--- config.mk ---
export PLATFORM = sky130hd
export DESIGN_NAME = trs_read_seq
export DESIGN_NICKNAME = d
export VERILOG_FILES = /design/src/include/trs_pkg.sv /design/src/include/trs_line_if.sv /design/src/logic/trs_line_sync.sv /design/src/logic/trs_read_seq.sv
export VERILOG_INCLUDE_DIRS = /design/src /design/src/include
export SDC_FILE = /design/constraint.sdc
export NUM_CORES = 1
export LEC_CHECK = 0
export ABC_AREA = 1
export BUFFER_PORTS_ARGS = -buffer_cell sky130_fd_sc_hd__buf_4
export CAP_MARGIN = 20
export CORE_UTILIZATION = 50
export CTS_CLUSTER_DIAMETER = 30
export DETAILED_ROUTE_END_ITERATION = 7
export GPL_ROUTABILITY_DRIVEN = 0
export HOLD_SLACK_MARGIN = 0.02
export PLACE_DENSITY = 0.8
export SLEW_MARGIN = 20
export SYNTH_ARGS = -nofsm -noshare
export SYNTH_HDL_FRONTEND = slang
export SYNTH_HIERARCHICAL = 1
export SYNTH_SLANG_ARGS = --single-unit
--- constraint.sdc ---
create_clock -name clk_i -period 2.2 [get_ports clk_i]
set_clock_uncertainty 0.05 [all_clocks]
set_input_delay 0.44 -clock clk_i [delete_from_list [all_inputs] [get_ports clk_i]]
set_output_delay 0.44 -clock clk_i [all_outputs]
set_load 0.02 [all_outputs]
--- src/include/trs_cfg.svh ---
`ifndef TRS_CFG_SVH
`define TRS_CFG_SVH
// Bus selection bytes, direction bit in bit 0
`define TRS_ADDR_WR 8'h9e
`define TRS_ADDR_RD 8'h9f
`define TRS_ADDR7 7'h4f
// Command bytes
`define TRS_CMD_TEMP 8'haa
`define TRS_CMD_CLOCK 8'hc0
`define TRS_CMD_CONFIG 8'hac
// Clock register index range (seconds .. year)
`define TRS_CLK_FIRST 3'h0
`define TRS_CLK_LAST 3'h6
`define TRS_CLK_RESET_IDX 3'h0
`endif

--- src/include/trs_pkg.sv ---
package trs_pkg;
   typedef enum logic [2:0] {
      TRS_ST_IDLE = 3'b000,
      TRS_ST_RXBYTE = 3'b001,
      TRS_ST_ACK = 3'b010,
      TRS_ST_TXBYTE = 3'b011,
      TRS_ST_MACK = 3'b100,
      TRS_ST_SKIP = 3'b101
   } trs_state_t;
   typedef enum logic [1:0] {
      TRS_SRC_NONE = 2'b00,
      TRS_SRC_TEMP = 2'b01,
      TRS_SRC_CLOCK = 2'b10,
      TRS_SRC_CONFIG = 2'b11
   } trs_src_t;
endpackage

--- src/include/trs_line_if.sv ---
`timescale 1ns/1ps
`default_nettype none
// Conditioned bus events passed from the line front end to the sequencer
interface trs_line_if;
   logic scl_rise;
   logic scl_fall;
   logic sda;
   logic start;
   logic stop;
   modport front (output scl_rise, output scl_fall, output sda, output start, output stop);
   modport seq (input scl_rise, input scl_fall, input sda, input start, input stop);
endinterface
`default_nettype wire

--- src/logic/trs_line_sync.sv ---
`timescale 1ns/1ps
`default_nettype none
// ------------------------------------------------------------
// Two-flop synchronisers and bus condition detection
// ------------------------------------------------------------
module trs_line_sync (
   // Clock and reset
   input wire logic clk_i,
   input wire logic rstn_i,
   // Raw bus lines
   input wire logic scl_i,
   input wire logic sda_i,
   // Conditioned events
   trs_line_if.front ev
);
   logic [1:0] scl_sync_reg;
   logic [1:0] sda_sync_reg;
   logic scl_d_reg;
   logic sda_d_reg;

   always_ff @(posedge clk_i) begin
      if (!rstn_i) begin
         scl_sync_reg <= 2'h3;
         sda_sync_reg <= 2'h3;
         scl_d_reg <= 1'b1;
         sda_d_reg <= 1'b1;
      end else begin
         scl_sync_reg <= {scl_sync_reg[0], scl_i};
         sda_sync_reg <= {sda_sync_reg[0], sda_i};
         scl_d_reg <= scl_sync_reg[1];
         sda_d_reg <= sda_sync_reg[1];
      end
   end

   // Only the second stage and its delayed copy feed logic
   assign ev.scl_rise = scl_sync_reg[1] && !scl_d_reg;
   assign ev.scl_fall = !scl_sync_reg[1] && scl_d_reg;
   assign ev.sda = sda_sync_reg[1];
   assign ev.start = scl_sync_reg[1] && scl_d_reg && sda_d_reg && !sda_sync_reg[1];
   assign ev.stop = scl_sync_reg[1] && scl_d_reg && !sda_d_reg && sda_sync_reg[1];
endmodule
`default_nettype wire

--- src/logic/trs_read_seq.sv ---
`timescale 1ns/1ps
`default_nettype none
`include "trs_cfg.svh"
module trs_read_seq (
   // Clock and reset
   input wire logic clk_i,
   input wire logic rstn_i,
   // Bus pins, open drain
   input wire logic scl_i,
   input wire logic sda_i,
   output logic sda_o,
   output logic sda_oe_o,
   // Data sources from the rest of the device
   input wire logic [15:0] temp_i,
   input wire logic [15:0] config_i,
   input wire logic [55:0] clock_regs_i,
   // Status
   output trs_pkg::trs_src_t src_o,
   output logic [2:0] clk_idx_o,
   output logic busy_o
);
   import trs_pkg::*;

   trs_line_if ev ();
   trs_line_sync u_sync (
      .clk_i(clk_i),
      .rstn_i(rstn_i),
      .scl_i(scl_i),
      .sda_i(sda_i),
      .ev(ev)
   );

   function automatic logic [2:0] trs_next_idx(input logic [2:0] idx);
      if (idx == `TRS_CLK_LAST)
         return `TRS_CLK_FIRST;
      else
         return idx + 3'h1;
   endfunction

   function automatic logic [7:0] trs_clk_byte(input logic [55:0] regs, input logic [2:0] idx);
      return regs[{idx, 3'h0} +: 8];
   endfunction

   trs_state_t state_reg;
   trs_src_t src_reg;
   logic [7:0] shift_reg;
   logic [3:0] bit_cnt_reg;
   logic [1:0] byte_cnt_reg;
   logic rd_mode_reg;
   logic [2:0] idx_reg;
   logic tx_second_reg;
   logic sda_drive_reg;

   // ------------------------------------------------------------
   // Byte to present next on a read
   // ------------------------------------------------------------
   logic [7:0] tx_byte;
   always_comb begin
      tx_byte = 8'hff;
      case (src_reg)
         TRS_SRC_TEMP: tx_byte = tx_second_reg ? temp_i[7:0] : temp_i[15:8];
         TRS_SRC_CONFIG: tx_byte = tx_second_reg ? config_i[7:0] : config_i[15:8];
         TRS_SRC_CLOCK: tx_byte = trs_clk_byte(clock_regs_i, idx_reg);
         default: tx_byte = 8'hff;
      endcase
   end

   // ------------------------------------------------------------
   // Protocol state machine
   // ------------------------------------------------------------
   always_ff @(posedge clk_i) begin
      if (!rstn_i) begin
         state_reg <= TRS_ST_IDLE;
         src_reg <= TRS_SRC_NONE;
         shift_reg <= 8'h00;
         bit_cnt_reg <= 4'h0;
         byte_cnt_reg <= 2'h0;
         rd_mode_reg <= 1'b0;
         idx_reg <= `TRS_CLK_RESET_IDX;
         tx_second_reg <= 1'b0;
         sda_drive_reg <= 1'b0;
      end else if (ev.start) begin
         // Repeated start keeps the selected source and index
         state_reg <= TRS_ST_RXBYTE;
         bit_cnt_reg <= 4'h0;
         byte_cnt_reg <= 2'h0;
         tx_second_reg <= 1'b0;
         sda_drive_reg <= 1'b0;
      end else if (ev.stop) begin
         state_reg <= TRS_ST_IDLE;
         sda_drive_reg <= 1'b0;
      end else begin
         case (state_reg)
            TRS_ST_IDLE: begin
               sda_drive_reg <= 1'b0;
            end
            TRS_ST_RXBYTE: begin
               if (ev.scl_rise) begin
                  shift_reg <= {shift_reg[6:0], ev.sda};
                  bit_cnt_reg <= bit_cnt_reg + 4'h1;
               end else if (ev.scl_fall && bit_cnt_reg == 4'h8) begin
                  bit_cnt_reg <= 4'h0;
                  if (byte_cnt_reg == 2'h0) begin
                     if (shift_reg[7:1] == `TRS_ADDR7) begin
                        rd_mode_reg <= shift_reg[0];
                        sda_drive_reg <= 1'b1;
                        state_reg <= TRS_ST_ACK;
                     end else begin
                        state_reg <= TRS_ST_SKIP;
                     end
                  end else begin
                     sda_drive_reg <= 1'b1;
                     state_reg <= TRS_ST_ACK;
                     if (byte_cnt_reg == 2'h1) begin
                        // Unknown commands are acknowledged but return idle bytes
                        case (shift_reg)
                           `TRS_CMD_TEMP: src_reg <= TRS_SRC_TEMP;
                           `TRS_CMD_CLOCK: src_reg <= TRS_SRC_CLOCK;
                           `TRS_CMD_CONFIG: src_reg <= TRS_SRC_CONFIG;
                           default: src_reg <= TRS_SRC_NONE;
                        endcase
                     end else if (byte_cnt_reg == 2'h2 && src_reg == TRS_SRC_CLOCK) begin
                        // Out of range index folds onto seconds
                        idx_reg <= (shift_reg > {5'h00, `TRS_CLK_LAST}) ?
                                   `TRS_CLK_FIRST : shift_reg[2:0];
                     end
                  end
                  if (byte_cnt_reg != 2'h3)
                     byte_cnt_reg <= byte_cnt_reg + 2'h1;
               end
            end
            TRS_ST_ACK: begin
               // Acknowledge held low through one full clock pulse
               if (ev.scl_fall) begin
                  if (rd_mode_reg) begin
                     shift_reg <= tx_byte;
                     sda_drive_reg <= !tx_byte[7];
                     bit_cnt_reg <= 4'h1;
                     state_reg <= TRS_ST_TXBYTE;
                  end else begin
                     sda_drive_reg <= 1'b0;
                     state_reg <= TRS_ST_RXBYTE;
                  end
               end
            end
            TRS_ST_TXBYTE: begin
               if (ev.scl_fall) begin
                  if (bit_cnt_reg == 4'h8) begin
                     sda_drive_reg <= 1'b0;
                     state_reg <= TRS_ST_MACK;
                  end else begin
                     sda_drive_reg <= !shift_reg[6];
                     shift_reg <= {shift_reg[6:0], 1'b0};
                     bit_cnt_reg <= bit_cnt_reg + 4'h1;
                  end
               end
            end
            TRS_ST_MACK: begin
               if (ev.scl_rise) begin
                  if (ev.sda) begin
                     // Not-acknowledge ends the read phase; wait for start or stop
                     state_reg <= TRS_ST_SKIP;
                  end else begin
                     tx_second_reg <= 1'b1;
                     if (src_reg == TRS_SRC_CLOCK)
                        idx_reg <= trs_next_idx(idx_reg);
                     state_reg <= TRS_ST_ACK;
                  end
               end
            end
            TRS_ST_SKIP: begin
               sda_drive_reg <= 1'b0;
            end
            default: begin
               state_reg <= TRS_ST_IDLE;
               sda_drive_reg <= 1'b0;
            end
         endcase
      end
   end

   // ------------------------------------------------------------
   // Outputs
   // ------------------------------------------------------------
   // Open drain: only ever pulls low
   assign sda_o = 1'b0;
   assign sda_oe_o = sda_drive_reg;
   assign src_o = src_reg;
   assign clk_idx_o = idx_reg;
   assign busy_o = (state_reg != TRS_ST_IDLE) && (state_reg != TRS_ST_SKIP);
endmodule
`default_nettype wire

==> impl_results.md <==
- Hold Path End: u_sync/sda_sync_reg[0]
- Final wirelength: 8.53 mm
- H-Tree Depth: 2
- Initial Utilization: a little over half
- Drt first-iter violations: 330
- Vias per cell: between 5 and 6
- Crit path from: u_sync/sda_sync_reg[1]
- Post-synthesis cell type count: 30
- Clock Latency Late Sink: between 0.2 and 0.3 ns
- Layout area overhead: 33.4%
- Clk root buf: clkbuf_8
- Core area: between 5000 and 6000 um2
- Status: completed
- Most common cell after layout, fill and taps aside: nand2_1
- P_leak: between 0.0015 and 0.002 uW
- Die Ht: between 70 and 80 um
- Multi-input gate area: 1740 um2
- CTS tree: built
- Synth Area in Simple Gates: 45.7%
- Vias in the first global route: about 3000
- Fill cells: 470
- Achievable Freq: between 0.5 and 0.6 GHz
- Share of cells above drive strength 1: about 22%
- Slew Limit Fails: 0
- Die X: about 75 um
- Final #Nets: between 600 and 700
- Comb pwr share: 18.6%
- Hold path start: sda_i
- Multiplexer share of the synthesized area: 0%
- Max reg flops: 8
- Initial antenna violation count: 0
- Reg clk slew, reported paths: ~0.06 ns
- Flop2flop setup slack: around 0.31 ns
- Sequential element share of the synthesized area: 23.3%
- Final Util: a little over two thirds
- Final Cycle Share: 85.8%
- Most frequent cells in the layout: nand2_1 (147), buf_4 (103), nor2_1 (74), inv_1 (51), a21oi_1 (35)
- R2R cell count: 9
- RR Endpoint: clk_idx_o[0]
- Min-Delay Path Depth: 3
- Placed Cells: 639
- Die ar.: 5610 um2
- Seq pwr share: between 40% and 50%
- Max rail drop VDD: 0.389 mV
- Detailed placement HPWL: roughly 6.7 mm
- Fin. Hold Viols: 0
- ANT nets after route: 0
- Main combinational cell family by area after synthesis: simple AND/OR/NAND/NOR gates
- Compound-Gate Fraction of Synth Area: between 10% and 20%
- Vias post-DR: around 3400
- IO buf count: 98
- Diodes inserted: 0
- Crit-path max FO: 6
- P_sw: ~320 uW
- Setup bufs post-CTS: 0
- Mean routed wirelength per cell: 13.2 um
- Minimum clock period: ~1.9 ns
- Pwr Total: about 1400 uW
- Hold/Removal Path Class: primary input to register
- Yosys warnings: 6
- CP Class: register to register
- RSZ-0062 raised after global routing: false
- Std cell rows: 26
- Total gr overflow: 0
- Startpoint types: register
- Cell Area, Synth: about 2700 um2
- Syn Area/Cell: between 5 and 6 um2
- Max_cap viols: 0
- Int Pwr: 1040 uW
- Clock tree buffer depth: 2
- Post-CTS Resized: 0
- Hold-fix buffers, CTS: 0
- Setup TNS: 0 ns
- Largest net degree at the start of global routing: 21
- RR Startpoint: u_sync/sda_sync_reg[1]
- Number of CTS-inserted buffers: 5
- Endpoint type of the worst setup path: register
- Xor and xnor area share after synthesis: 0.329%
- Power density over cell area: 384 nW/um2
- Mapped Cells: 480
- First-pass GRT wire length: 13.1 mm
- Finish-stage setup viols: 0
- Reg area: between 600 and 700 um2
- Final Non-Filler Cells: about 650
- Synthesized Nets: about 580
- Drt first pass iters: 5
- Worst Max-Slew Pin Slew: 0.563 ns
- Sw Ratio: between 20% and 30%
- Worst path required time: around 2.3 ns
- CTS Sinks: 31
- Top-level I/O count: 100
- Adder-Cell Fraction of Synth Area: 2.82%
- Clk network pwr share: 38.8%
- Residual DRC: 0
- Flops & latches, synth: 31
- Gr usage total: a little under a third
- Slew margin rel.: 62.5%
- Crit path DAT: 2.02 ns
[per-layer routing]
layer | track usage (%) | wire (um)
met1 | 40.5 | 3810
met2 | 49.2 | 3700
met3 | 5.09 | 801
met4 | 14.3 | 219
met5 | 0 | 0
[worst max-delay path by stage]
stage | slack, ns | depth (start not counted) | to
global placement | 0.37 | 9 | shift_reg[3]
floorplan | 0.47 | 8 | state_reg[0]
CTS | 0.34 | 9 | shift_reg[6]
finish | 0.31 | 9 | clk_idx_o[0]
global route | 0.14 | 9 | shift_reg[4]
detailed placement | 0.34 | 9 | shift_reg[6]
[power groups by stage]
stage	Sequential, uW	Clock [uW]	Combinational (uW)
floorplan	591	0	101
global placement	591	0	246
detailed placement	592	0	249
CTS	579	547	250
global route	581	568	277
finish	580	528	252
[layout make-up]
cell class,count,area share [%]
Clock buffer,6,2.05
Sequential cell,31,17.5
Inverter,59,6.24
Timing Repair Buffer,103,21.8
Clock inverter,1,0.847
Multi-Input combinational cell,376,49.1
Tap cell,70,2.47
[synth_stat cells (all sizes together)]
| cell type | instances | area share [%] |
|---|---|---|
| a21oi | 36 | 6.9 |
| a311oi | 1 | 0.33 |
| a31oi | 2 | 0.47 |
| and3 | 1 | 0.24 |
| buf | 10 | 2.3 |
| clkbuf | 4 | 0.56 |
| clkinv | 4 | 0.56 |
| conb | 1 | 0.14 |
| dfxtp | 31 | 23 |
| ha | 6 | 2.8 |
| inv | 55 | 7.8 |
| nand2 | 150 | 21 |
| nand3 | 29 | 5.9 |
| nand4 | 10 | 2.4 |
| nor2 | 83 | 13 |
| nor3 | 13 | 2.6 |
| o211ai | 7 | 2.0 |
| o21ai | 36 | 6.8 |
| xor2 | 1 | 0.33 |
[critical path, cell delays in order, from the launching register on]
cell,delay (ns)
dfxtp_1,0.43
inv_1,0.08
nand2_1,0.07
nor2_1,0.08
nor2_1,0.38
nand3_1,0.13
nor2_1,0.11
nand3_1,0.22
nor2_1,0.19
nor2_1,0.05
[metrics by stage]
stage / hold slack, ns / cell area [um2] / setup WS (ns)
3_5_place_dp: 0.341 / 3440 / 0.345
4_1_cts: 0.267 / 3550 / 0.339
3_3_place_gp: 0.331 / 3440 / 0.366
5_1_grt: 0.294 / 3550 / 0.135
6_report: 0.277 / 3550 / 0.313
2_1_floorplan: 0.330 / 2660 / 0.472
[cell families after synthesis]
group	Yosys count
xor gates and xnor gates	1
buffers and inverters	73
and+or+nand+nor	286
AOI/OAI and AO/OA	82
adders and majority gates	6
other	1
DFF	31
No activity file was read; power rests on OpenSTA's default activity.
